==> src/psinit_cfg.svh <==
`ifndef PSINIT_CFG_SVH
`define PSINIT_CFG_SVH
`define PSINIT_A_ID0      4'h0
`define PSINIT_A_CTRL     4'h8
`define PSINIT_A_STAT     4'h9
`define PSINIT_CTRL_RST   16'h0000
`define PSINIT_PH1_MS     100
`define PSINIT_CLK_KHZ    10000
`define PSINIT_STAT_READY 10'h1E7
`define PSINIT_STAT_DEFCT 10'h1F4
`define PSINIT_NIB_LAST   5'h1F
`define PSINIT_NREP_LAST  2'h3
`define PSINIT_NIB_BITS   5'h04
`define PSINIT_STAT_BITS  5'h0A
`define PSINIT_NIB_TYPE_LO 5'h05
`define PSINIT_NIB_TYPE_HI 5'h06
`endif

==> src/psinit_pkg.sv <==
package psinit_pkg;
   typedef enum logic [4:0] {
      PSINIT_IDLE   = 5'h01,
      PSINIT_PH1    = 5'h02,
      PSINIT_PH2    = 5'h04,
      PSINIT_PH3    = 5'h08,
      PSINIT_NORMAL = 5'h10
   } psinit_state_type;
   typedef struct packed {
      logic        valid;
      logic        status_error_flag_bit;
      logic [15:0] data;
      logic [4:0]  nbits;
   } psinit_frame_type;
endpackage

==> src/psinit_seq.sv <==
// Design decisions made here: strobed register access and the placing of the registers.
`timescale 1ns/10ps
`include "psinit_cfg.svh"
// Behaviour
// - Reset from power-on or undervoltage starts the initialization sequence.
// - Three successive phases; configuration may skip later ones.
// - Sequence select ends after phase one, two or three.
// - Phase one sends no frames; a frame in flight at an undervoltage restart still shifts out.
// - Phase one ends at self-test done or after 100 ms.
// - Phase two sends fixed-format and optional identification content.
// - Phase two repetition count comes from the setup repeat field.
// - Each identification nibble repeats up to four times.
// - Phase two frames carry status flag zero.
// - First nibble is word seven bits 15 to 12.
// - Nibbles two, three are word seven bits 11:8 and 7:4.
// - Nibble four word seven low, nibble five word six top.
// - Nibbles six to nine from word six then word five top.
// - Nibbles ten to twelve from word five 11:8, 7:4, 3:0.
// - Nibbles thirteen to sixteen from word four, high first.
// - Nibbles seventeen to thirty-two from words three to zero.
// - Phase three flags error on defect, sends 0x1E7 ready or 0x1F4 defect.
// - Phase three repeats two to 256 times, steps of two.
// - Frame data bits leave least significant bit first.
module psinit_seq #(
   parameter int unsigned PH1_CYCLES = `PSINIT_PH1_MS * `PSINIT_CLK_KHZ
) (
   input  wire logic        mclk_i,
   input  wire logic        rst_i,
   input  wire logic        undervoltage_i,
   input  wire logic        selftest_done_i,
   input  wire logic        sensor_defect_i,
   input  wire logic        frame_done_i,
   input  wire logic [3:0]  addr_i,
   input  wire logic [15:0] wdata_i,
   input  wire logic        wr_i,
   input  wire logic        rd_i,
   output logic      [15:0] rdata_o,
   output logic             tx_bit_o,
   output logic             tx_active_o,
   output psinit_pkg::psinit_frame_type frame_o,
   output logic             normal_mode_o
);
   // ------------------------------------------------------------------
   // Registers
   // ------------------------------------------------------------------
   logic [15:0] identification_words [0:7];
   logic [15:0] ctrl;
   psinit_pkg::psinit_state_type state;
   logic [31:0] tcnt;
   logic [4:0]  nib;
   logic [1:0]  nrep;
   logic [3:0]  prep;
   logic [7:0]  rep3;
   logic [4:0]  bitc;
   logic        busy;
   logic [15:0] shreg;
   logic        seq_rst;

   // Control fields: [1:0] sequence, [2] phase-one duration select,
   // [6:3] phase-two repeat, [8:7] nibble repeat, [15:9] phase-three
   // repeat pairs minus one.
   wire [1:0] seq_sel   = ctrl[1:0];
   wire       first_phase_duration_select = ctrl[2];
   wire [3:0] ph2_rep   = ctrl[6:3];
   wire [1:0] nib_rep   = ctrl[8:7];
   wire [7:0] third_phase_repeat_count = {ctrl[15:9], 1'b1};

   wire wr_id   = wr_i && (addr_i < `PSINIT_A_CTRL);
   wire wr_ctrl = wr_i && (addr_i == `PSINIT_A_CTRL);

   // ------------------------------------------------------------------
   // Register bus
   // ------------------------------------------------------------------
   genvar gi;
   generate
      for (gi = 0; gi < 8; gi++) begin : g_id
         always_ff @(posedge mclk_i or posedge rst_i) begin
            if (rst_i) begin
               identification_words[gi] <= 16'h0000;
            end else if (wr_id && addr_i[2:0] == gi[2:0]) begin
               identification_words[gi] <= wdata_i;
            end
         end
      end
   endgenerate

   always_ff @(posedge mclk_i or posedge rst_i) begin
      if (rst_i) begin
         ctrl <= `PSINIT_CTRL_RST;
      end else if (wr_ctrl) begin
         ctrl <= wdata_i;
      end
   end

   wire [15:0] stat_word = {11'h000, state};
   wire [15:0] next_rdata =
      (addr_i < `PSINIT_A_CTRL) ? identification_words[addr_i[2:0]] :
      (addr_i == `PSINIT_A_CTRL) ? ctrl :
      (addr_i == `PSINIT_A_STAT) ? stat_word : 16'h0000;

   always_ff @(posedge mclk_i or posedge rst_i) begin
      if (rst_i) begin
         rdata_o <= 16'h0000;
      end else begin
         rdata_o <= rd_i ? next_rdata : 16'h0000;
      end
   end

   // ------------------------------------------------------------------
   // Nibble selection
   // ------------------------------------------------------------------
   // Nibble k (0-based) comes from word 7 - k/4, high nibble first, except
   // that the sensor type pair takes the middle of word 6 low nibble first.
   wire [2:0]  wsel   = 3'h7 - nib[4:2];
   wire [15:0] wsrc   = identification_words[wsel];
   wire        type_pair = (nib == `PSINIT_NIB_TYPE_LO) ||
                           (nib == `PSINIT_NIB_TYPE_HI);
   wire [1:0]  npos   = type_pair ? nib[1:0]
                                  : 2'h3 - nib[1:0];
   wire [3:0]  nibval = wsrc[{npos, 2'b00} +: 4];

   wire nib_last  = (nib == `PSINIT_NIB_LAST) && (nrep == nib_rep);
   wire ph2_last  = nib_last && (prep == ph2_rep);
   wire ph3_last  = (rep3 == third_phase_repeat_count);
   wire ph1_done  = first_phase_duration_select ?
                    (tcnt >= PH1_CYCLES - 1) : selftest_done_i;
   wire send      = (state == psinit_pkg::PSINIT_PH2 ||
                     state == psinit_pkg::PSINIT_PH3) && !busy && !seq_rst;

   // ------------------------------------------------------------------
   // Sequencer
   // ------------------------------------------------------------------
   always_ff @(posedge mclk_i or posedge rst_i) begin
      if (rst_i) begin
         seq_rst <= 1'b1;
      end else begin
         seq_rst <= undervoltage_i;
      end
   end

   always_ff @(posedge mclk_i or posedge rst_i) begin
      if (rst_i) begin
         state <= psinit_pkg::PSINIT_IDLE;
         tcnt  <= 32'h0000_0000;
         nib   <= 5'h00;
         nrep  <= 2'h0;
         prep  <= 4'h0;
         rep3  <= 8'h00;
      end else if (seq_rst) begin
         state <= psinit_pkg::PSINIT_PH1;
         tcnt  <= 32'h0000_0000;
         nib   <= 5'h00;
         nrep  <= 2'h0;
         prep  <= 4'h0;
         rep3  <= 8'h00;
      end else begin
         case (state)
            psinit_pkg::PSINIT_PH1: begin
               tcnt <= tcnt + 32'h0000_0001;
               if (ph1_done) begin
                  if (seq_sel == 2'h0) begin
                     state <= psinit_pkg::PSINIT_NORMAL;
                  end else begin
                     state <= psinit_pkg::PSINIT_PH2;
                  end
               end
            end
            psinit_pkg::PSINIT_PH2: begin
               if (send) begin
                  if (nrep != nib_rep) begin
                     nrep <= nrep + 2'h1;
                  end else begin
                     nrep <= 2'h0;
                     nib  <= nib + 5'h01;
                     if (nib == `PSINIT_NIB_LAST) begin
                        prep <= prep + 4'h1;
                     end
                  end
                  if (ph2_last) begin
                     state <= (seq_sel == 2'h1) ?
                              psinit_pkg::PSINIT_NORMAL :
                              psinit_pkg::PSINIT_PH3;
                  end
               end
            end
            psinit_pkg::PSINIT_PH3: begin
               if (send) begin
                  rep3 <= rep3 + 8'h01;
                  if (ph3_last) begin
                     state <= psinit_pkg::PSINIT_NORMAL;
                  end
               end
            end
            psinit_pkg::PSINIT_NORMAL: begin
               state <= psinit_pkg::PSINIT_NORMAL;
            end
            default: begin
               state <= psinit_pkg::PSINIT_IDLE;
            end
         endcase
      end
   end

   // ------------------------------------------------------------------
   // Frame output and serializer
   // ------------------------------------------------------------------
   wire is_ph2 = (state == psinit_pkg::PSINIT_PH2);
   wire [15:0] ph3_word = {6'h00, sensor_defect_i ? `PSINIT_STAT_DEFCT
                                                  : `PSINIT_STAT_READY};
   wire [15:0] next_data = is_ph2 ? {12'h000, nibval} : ph3_word;
   wire [4:0]  next_nbits = is_ph2 ? `PSINIT_NIB_BITS : `PSINIT_STAT_BITS;
   wire        next_flag = is_ph2 ? 1'b0 : sensor_defect_i;

   always_ff @(posedge mclk_i or posedge rst_i) begin
      if (rst_i) begin
         frame_o <= '0;
         busy    <= 1'b0;
         shreg   <= 16'h0000;
         bitc    <= 5'h00;
      end else if (send) begin
         frame_o <= '{1'b1, next_flag, next_data, next_nbits};
         shreg   <= next_data;
         bitc    <= next_nbits;
         busy    <= 1'b1;
      end else begin
         frame_o.valid <= 1'b0;
         if (busy && bitc != 5'h00) begin
            shreg <= {1'b0, shreg[15:1]};
            bitc  <= bitc - 5'h01;
         end else if (busy && frame_done_i) begin
            busy <= 1'b0;
         end
      end
   end

   assign tx_bit_o      = busy && bitc != 5'h00 && shreg[0];
   assign tx_active_o   = busy && bitc != 5'h00;
   assign normal_mode_o = (state == psinit_pkg::PSINIT_NORMAL);

   // ------------------------------------------------------------------
   // Checks
   // ------------------------------------------------------------------
   wire in_ph1 = (state == psinit_pkg::PSINIT_PH1);
   wire in_ph3 = (state == psinit_pkg::PSINIT_PH3);
endmodule

==> config.mk <==
export PLATFORM = sky130hd
export DESIGN_NAME = psinit_seq
export DESIGN_NICKNAME = d
export VERILOG_FILES = /design/src/psinit_pkg.sv /design/src/psinit_seq.sv
export VERILOG_INCLUDE_DIRS = /design/src /design/src/src
export SDC_FILE = /design/constraint.sdc
export NUM_CORES = 1
export LEC_CHECK = 0
export BUFFER_PORTS_ARGS = -buffer_cell sky130_fd_sc_hd__buf_2
export CORE_MARGIN = 2
export CORE_UTILIZATION = 65
export CTS_CLUSTER_DIAMETER = 100
export DETAILED_ROUTE_END_ITERATION = 10
export HOLD_SLACK_MARGIN = 0.06
export PLACE_DENSITY = 0.84
export SLEW_MARGIN = 15
export SYNTH_ARGS = -nofsm -noshare
export SYNTH_HDL_FRONTEND = slang
export SYNTH_SLANG_ARGS = --single-unit
export TNS_END_PERCENT = 10
==> constraint.sdc <==
create_clock -name mclk_i -period 15.84 [get_ports mclk_i]
set_clock_uncertainty 0.2 [all_clocks]
set_input_delay 4.752 -clock mclk_i [delete_from_list [all_inputs] [get_ports mclk_i]]
set_output_delay 4.752 -clock mclk_i [all_outputs]
set_load 0.05 [all_outputs]
# After elaboration in Yosys (flattened, before gate mapping)
# Index checks and enable logic that the tools add are counted.
[word_totals] regBits=262 word_cells=155
[op_classes] shift=1 bitwise_logic=2 n_eq_ne=28 reduce_logical=37 n_lt_le_gt_ge=4 muxes=51 add_sub_neg=8
[op_table] op="2-to-1 mux 16 bit" count=9
[op_table] op="binary-select mux 16 bit (select 3 bit)" count=2
[op_table] op="2-to-1 mux 5 bit" count=16
[op_table] op="2-to-1 mux 32 bit" count=2
[op_table] op="adder 32 x 1 -> 32 bit (second input constant)" count=1
[op_table] op=">= comparator 32 x 20 -> 1 bit (second input constant)" count=1
[op_table] op="2-to-1 mux 4 bit" count=6
[op_table] op="2-to-1 mux 8 bit" count=3
[op_table] op="case mux 5 bit (4 select lines)" count=1
[op_table] op="logical AND 1 bit" count=17
[op_table] op="indexed part select 16 x 5 -> 4 bit" count=1
[op_table] op="equality test 5 x 3 -> 1 bit (second input constant)" count=3
[op_table] op="inequality test 3 bit (second input constant)" count=5
[op_table] op="nonzero test 2 bit" count=7
[op_table] op="equality test 3 bit (second input constant)" count=4
[op_table] op="equality test 5 bit (second input constant)" count=2
[op_table] op="2-to-1 mux 2 bit" count=5
[op_table] op="2-to-1 mux 9 bit" count=1
[op_table] op="adder 8 x 1 -> 8 bit (second input constant)" count=1
[op_table] op="equality test 4 bit (second input constant)" count=2
[op_table] op="equality test 8 bit" count=1
[op_table] op=">= comparator 4 bit (second input constant)" count=2
[op_table] op="inverter 3 -> 4 bit" count=2
[op_table] op="equality test 3 x 2 -> 1 bit (second input constant)" count=2
[op_table] op="26 further kinds" count=35

# Depth between registers and ports, before layout
# Gate-level depths: netlist of run 1.
[logic_depth] depth_word=8 mapped_depth=10

# Least setup slack after synthesis of run 1
# OpenSTA, ideal clock, no wires.
[synth_timing] path_type="reg-to-output" start="reg bitc[0]" end="out tx_bit_o" t_arrival_ns=2.107 required_ns=10.888 path_buffers=1 path_stages_with_launch=7 path_slack_ns=8.781 cell_sequence="dfrtp_1 > inv_1 > ha_1 > a31o_2 > inv_1 > clkbuf_1 > and2_1"
[synth_between] elab_chain_cells=3
[synth_lines] element="start: declaration" line="psinit_seq.sv:54" rtl="logic [4:0] bitc;"
[synth_lines] element="start signal: assignment" line="psinit_seq.sv:223" rtl="bitc <= next_nbits;"
[synth_lines] element="start signal: assignment" line="psinit_seq.sv:229" rtl="bitc <= bitc - 5'h01;"
[synth_lines] element="nonzero test 5 bit"
[synth_lines] element="logical AND 1 bit"
[synth_lines] element="named net tx_active_o" line="psinit_seq.sv:39" rtl="output logic tx_active_o,"
[synth_lines] element="logical AND 1 bit" line="psinit_seq.sv:236" rtl="assign tx_bit_o = busy && bitc != 5'h00 && shreg[0];"
[synth_lines] element="end: declaration" line="psinit_seq.sv:38" rtl="output logic tx_bit_o,"
# The timed path passes the listed nets, and every way through them passes these cells.

# Final worst setup path of run 1
[layout_timing] start="reg busy" end="out tx_bit_o"
[layout_between] elab_chain_cells=2
[layout_lines] element="start: declaration" line="psinit_seq.sv:55" rtl="logic busy;"
[layout_lines] element="start signal: assignment" line="psinit_seq.sv:217" rtl="busy <= 1'b0;"
[layout_lines] element="start signal: assignment" line="psinit_seq.sv:224" rtl="busy <= 1'b1;"
[layout_lines] element="start signal: assignment" line="psinit_seq.sv:231" rtl="busy <= 1'b0;"
[layout_lines] element="logical AND 1 bit (2 in a row)" line="psinit_seq.sv:236"
# No other way between the ends.

==> results.toml, run 1 <==
[setup_path]
cp_cell_sequence = "inv_1 -> a31o_2 -> inv_1 -> and2_1 -> buf_2"
cp.required_ns = 10.89
cp.arrival_ns = 2.29
critPathKind = "flop to primary output"
slowest_stage = "dfrtp_1"
crit_top_cell = "inv_1"
crit_fanout = 12
cp-end-kind = "primary output"
slowest_delay_ns = 0.54
worst_setup_path_start_kind = "flop"

[yosys]
synth-compound-area-share_pct = 5.14
yosys.area_share.simple_pct = 11.1
synth_seq_area_share_pct = 48.9
ys_warn_count = 0
synth_flop_cell = "dfrtp_1"
ys_types = 63
synth_edf_count = 0
synthArstFlopShare_pct = 100
synth_top_family_by_area = "multiplexers"
synth_area_per_cell_um2 = 12.6
synth-seq-cells = 240
synthAdderAreaFrac_pct = 0.917
synth_mux_area_share_pct = 27.3
synthCells = 972
synth_area_um2 = 12300
synth_xor_area_share_pct = 3.57

[placed_design]
dp_hpwl_mm = 18.5
port_buffers = 60
dpl_cell_area_um2 = 12700
globalplace.congestion = 0.941

[sta]
rsz0062_at_grt = "false"
timing.hold.ws_ns = 0.283
worst_pin_slew_ns = 1.10
setup_viol = 0
fmax_mhz = 138
slew_violations = 0
setup_tns_ns = 0
timing.final.hold_violations = 0
post-route-period-util_pct = 45.7
maxSlewHeadroom_pct = 26.5
period_minus_slack_ns = 7.24

[global_route]
grt_antenna_before_repair = 0
grt_pass1_wl_mm = 46.1
grt_pass1_vias = 8475
grt_max_degree = 105
grt_use_total_pct = 29.3
grt_overflow = 0

[die]
dieHeight_um = 141
core_um2 = 18600
pin_count = 70
dieArea_um2 = 20000
die_w_um = 141
fp-row-count = 50
start_util_pct = 65.8

[drt]
drcViolationCount = 0
routed_via_density = 6.53
drt-total-wl_mm = 28.3
ant_nets = 0
num_vias = 8295
drt_pass1_iterations = 5
drt_iter0_drc = 714
wl_per_cell_um = 22.3

[final_layout]
n_fill_cell = 1184
antennaDiodeCount = 0
area_delta_synth_final_pct = 11.4
final_area_um2 = 13700
fin_util_pct = 73.4
layout-drive-gt1-share_pct = 33.0
fin_nets = 1053

[clocking]
clkSlewWorstSetupHoldPaths_ns = 0.06
clk_root_buffer_cell = "clkbuf_16"
cts_tree = "built"
cts_buffer_depth = 3
cts_buffers = 26
h-tree-depth = 1
post_cts_buffers = 0
cts_num_sinks = 240
postCtsResizedCells = 0
worstSkewPairLatency_ns = 0.53
cts_hold_buf = 0

[power_and_ir_drop]
p_switching_uw = 549
power_frac_comb_pct = 20.5
total_power_uw = 1910
internal_power_uw = 1360
seqPwrFrac_pct = 42.9
clkPwrFrac_pct = 36.6
powerDensity_nw_per_um2 = 139
cellLeakagePower_uw = 0.00602
switching_share_pct = 28.8
vdd_drop_max_mv = 0.114

[status]
status = "finished clean"

[worst_hold_path]
hold_class = "flop to flop"

[run]
maxCapViolCount = 0
==> cell type report <==
cell class / instances / area (um^2) / share of cell area (%)
well taps: 234 / 293 / 2.14
multi-input cells: 662 / 5930 / 43.3
repair buffers: 70 / 375 / 2.74
flip-flops and latches: 240 / 6010 / 43.9
inverters: 16 / 67.6 / 0.494
clock buffers: 35 / 754 / 5.52
clock inverters: 13 / 251 / 1.84
==> path summary, 6_finish.rpt <==
kind | from | endpoint | slack [ns] | depth (start not counted)
max | busy$_DFFE_PP0P_ | tx_bit_o | 8.60 | 5
min | frame_o[8]$_DFFE_PP0N_ | frame_o[8]$_DFFE_PP0N_ | 0.28 | 1
max reg2reg | nib[2]$_DFFE_PP0P_ | shreg[3]$_DFFE_PP0P_ | 12.27 | 7
min reg2reg | frame_o[8]$_DFFE_PP0N_ | frame_o[8]$_DFFE_PP0N_ | 0.28 | 1
max in group asynchronous | rst_i | nib[2]$_DFFE_PP0P_ | 9.91 | 3
min in group asynchronous | rst_i | tcnt[27]$_DFFE_PP0P_ | 4.14 | 2
==> power by group through the flow <==
| stage | clock [uW] | sequential, uW | combinational [uW] |
|---|---|---|---|
| 5_1_grt | 728 | 832 | 419 |
| 4_1_cts | 703 | 816 | 390 |
| 2_1_floorplan | 0 | 828 | 282 |
| 3_5_place_dp | 0 | 824 | 388 |
| 3_3_place_gp | 0 | 816 | 374 |
| 6_report | 698 | 818 | 390 |
==> critical path: cells and delay by family, from the launching register on <==
family | cells | cell delay, ns
buffers and inverters | 3 | 0.73
flip-flops | 1 | 0.54
AO/OA/AOI/OAI | 1 | 0.30
AND/OR/NAND/NOR | 1 | 0.18
==> per-stage QoR <==
step | setup WS, ns | std cells
2_1_floorplan | 4.30 | 980
3_3_place_gp | 8.48 | 1222
3_5_place_dp | 8.39 | 1222
4_1_cts | 8.60 | 1270
5_1_grt | 8.51 | 1270
6_report | 8.60 | 1270
==> layer usage <==
metal | global-route usage [%] | up-vias | routed length (um)
met3 | 4.45 | 61 | 1830
met4 | 8.42 | 0 | 721
met2 | 48.7 | 330 | 14000
met5 | 0 | - | 0
li1 | - | 3646 | -
met1 | 41.0 | 4258 | 11800
==> cell families after synthesis <==
family                     count (synthesis)
DFF                                      240
other                                      1
xor gates and xnor gates                  50
and+or+nand+nor                          257
AOI/OAI and AO/OA                        102
buffers and inverters                     78
muxes                                    235
adders and majority gates                  9
==> synth_stat cells (8+ instances only) <==
cell      instances  area [um^2]
dfrtp_1         238         5960
mux2_2          144         1620
mux4_2           65         1460
nand2_1          62          233
nor2_1           62          233
o21ai_0          35          175
clkbuf_1         28          105
mux2i_1          26          260
a21oi_1          25          125
xnor2_1          25          219
xor2_1           25          219
and2_1           22          138
nand3_1          20          100
buf_4            16          120
inv_1            16         60.1
and3_1           14         87.6
buf_2            13         65.1
nand4_1          13         81.3
or3_1            12         75.1
ha_1              9          113
nor3_1            8         40.0
nor4_1            8         50.1
==> cell usage in the layout, fill, tap and decap left out, drive strengths merged, types with 7 or more instances in the layout <==
cell type and n:
clkbuf 35, nor4 10, inv 16, nor3 8, conb 9, and2 22
nand3 20, nand2 64, nor2 63, xnor2 25, ha 9, buf 70
nand4 13, or3 12, a21oi 25, bufinv 7, mux2 144, dfrtp 238
xor2 25, o21ai 37, mux4 65, and3 14, mux2i 26
==> state kept, by name (all words and copies together) (netlist names), 5 cells and up <==
register and flops:
frame_o 8, bitc 5, identification_words 128, state 5, shreg 9, rep3 8, tcnt 32, nib 5
ctrl 16, rdata_o 16
(Power assumes the default switching activity.)
==> run 2: changes to the inputs <==
--- a/config.mk
+++ b/config.mk
@@ -8,11 +8,11 @@
 export LEC_CHECK = 0
 export BUFFER_PORTS_ARGS = -buffer_cell sky130_fd_sc_hd__buf_2
 export CORE_MARGIN = 2
-export CORE_UTILIZATION = 65
+export CORE_UTILIZATION = 56
 export CTS_CLUSTER_DIAMETER = 100
 export DETAILED_ROUTE_END_ITERATION = 10
 export HOLD_SLACK_MARGIN = 0.06
-export PLACE_DENSITY = 0.84
+export PLACE_DENSITY = 0.77
 export SLEW_MARGIN = 15
 export SYNTH_ARGS = -nofsm -noshare
 export SYNTH_HDL_FRONTEND = slang
==> constraint.sdc (replaced) <==
create_clock -name mclk_i -period 6.6 [get_ports mclk_i]
set_clock_uncertainty 0.2 [all_clocks]
set_input_delay 1.98 -clock mclk_i [delete_from_list [all_inputs] [get_ports mclk_i]]
set_output_delay 1.98 -clock mclk_i [all_outputs]
set_load 0.05 [all_outputs]
==> run 2 against run 1 <==
  * Sequential power grew 140%
  * Critical path type unchanged
  * Wire length grew 0.48%
  * Sequential cell count is the same
  * Via count shrank 2.1%
  * Utilization shrank 11 points
  * Critical path depth is the same
  * Setup slack lost 6.4 ns
  * Clock-buffer cell count shrank 2
  * Power grew 130%
==> results.toml, run 2 (same netlist as run 1, synthesis figures left out) <==
[status]
status = "finished clean"

[drt]
routed_via_density = 6.17
wl_per_cell_um = 21.6
ant_nets = 0
drcViolationCount = 0
drt-total-wl_mm = 28.5
num_vias = 8120
drt_pass1_iterations = 5
drt_iter0_drc = 603

[die]
start_util_pct = 56.6
die_w_um = 152
dieArea_um2 = 23100
pin_count = 70
core_um2 = 21700
dieHeight_um = 152
fp-row-count = 54

[clocking]
clkSlewWorstSetupHoldPaths_ns = 0.06
clk_root_buffer_cell = "clkbuf_16"
cts_buffer_depth = 3
postCtsResizedCells = 0
worstSkewPairLatency_ns = 0.53
cts_hold_buf = 0
h-tree-depth = 1
post_cts_buffers = 0
cts_num_sinks = 240
cts_tree = "built"
cts_buffers = 26

[sta]
fmax_mhz = 225
post-route-period-util_pct = 67.2
timing.final.hold_violations = 0
rsz0062_at_grt = "false"
worst_pin_slew_ns = 1.25
slew_violations = 0
setup_tns_ns = 0
period_minus_slack_ns = 4.44
maxSlewHeadroom_pct = 16.6
setup_viol = 0

[global_route]
grt_pass1_wl_mm = 46.5
grt_antenna_before_repair = 1
grt_use_total_pct = 25.1
grt_max_degree = 99
grt_pass1_vias = 8460
grt_overflow = 0

[placed_design]
dpl_cell_area_um2 = 12700
globalplace.congestion = 0.866
dp_hpwl_mm = 19.2
dpl.cell_count = 1268
port_buffers = 60

[setup_path]
worst_setup_path_start_kind = "flop"
cp.required_ns = 4.42
slowest_stage = "dfrtp_1"
cp_cell_sequence = "inv_1 -> a31o_2 -> inv_1 -> and2_1 -> buf_2"
cp-end-kind = "primary output"
cp.arrival_ns = 2.26
crit_top_cell = "inv_1"
critPathKind = "flop to primary output"
crit_fanout = 12
slowest_delay_ns = 0.51

[power_and_ir_drop]
vdd_drop_max_mv = 0.239
powerDensity_nw_per_um2 = 318
cellLeakagePower_uw = 0.00594

[final_layout]
layout_commonest_cell = "dfrtp_1"
final_area_um2 = 13600
layout-drive-gt1-share_pct = 33.1
final_cell_mix = "237 x dfrtp_1, 144 x mux2_2, 65 x mux4_2, 62 x nand2_1, 62 x nor2_1"
fin_nets = 1053
top_regs = "identification_words x128, tcnt x32"
final_cells = 1317
largest_register = "identification_words"
area_delta_synth_final_pct = 10.8
n_fill_cell = 1642
largest_reg_flops = 128

[run]
maxCapViolCount = 0

[worst_hold_path]
hold_class = "flop to flop"
## run 2: report_power, final
group | total [uW] | switching, uW | internal [uW]
Clock | 1430 | 598 | 832
Combinational | 933 | 491 | 442
Sequential | 1960 | 218 | 1740
Total | 4320 | 1310 | 3020
## run 2: worst paths after layout
kind	start	end	slack (ns)	depth (start not counted)
max	busy$_DFFE_PP0P_	tx_bit_o	2.16	5
min in group asynchronous	rst_i	rep3[7]$_DFFE_PP0P_	1.25	2
min	frame_o[8]$_DFFE_PP0N_	frame_o[8]$_DFFE_PP0N_	0.28	1
max reg2reg	nib[2]$_DFFE_PP0P_	shreg[3]$_DFFE_PP0P_	3.06	7
min reg2reg	frame_o[8]$_DFFE_PP0N_	frame_o[8]$_DFFE_PP0N_	0.28	1
max in group asynchronous	rst_i	nib[2]$_DFFE_PP0P_	3.81	3
## run 2: through the flow
stage / setup slack [ns] / hold slack [ns] / util [%] / total power [uW]
2_1_floorplan: 1.27 / 0.247 / - / 2670
3_3_place_gp: 1.84 / 0.261 / 58.7 / 2860
3_5_place_dp: 1.72 / 0.268 / 58.7 / 2910
4_1_cts: 2.14 / 0.283 / 62.7 / 4350
5_1_grt: 2.04 / 0.301 / 62.7 / 4520
6_report: 2.16 / 0.279 / 62.7 / 4320
## run 2: cell type report
class	instances	area [um^2]	share of cell area, %
sequential	240	6010	44.2
antenna	1	2.50	0.0184
timing repair buffer	70	388	2.85
clock buffer	33	738	5.43
inverter	16	63.8	0.469
tap	280	350	2.58
clock inverter	15	118	0.865
multi-input combinational	662	5930	43.6
## run 2: worst max-delay path, delay by kind of cell (launching register included)
| kind | cells | cell delay [ns] |
|---|---|---|
| simple gates | 1 | 0.17 |
| flops | 1 | 0.51 |
| buf+inv | 3 | 0.75 |
| compound gates | 1 | 0.30 |
## run 2: metal layers
metal / track usage, % / wire length, um / vias up
li1: - / - / 3643
met1: 33.9 / 12000 / 4217
met2: 41.9 / 14200 / 204
met3: 3.76 / 1240 / 56
met4: 8.63 / 966 / 0
met5: 0 / 0 / -
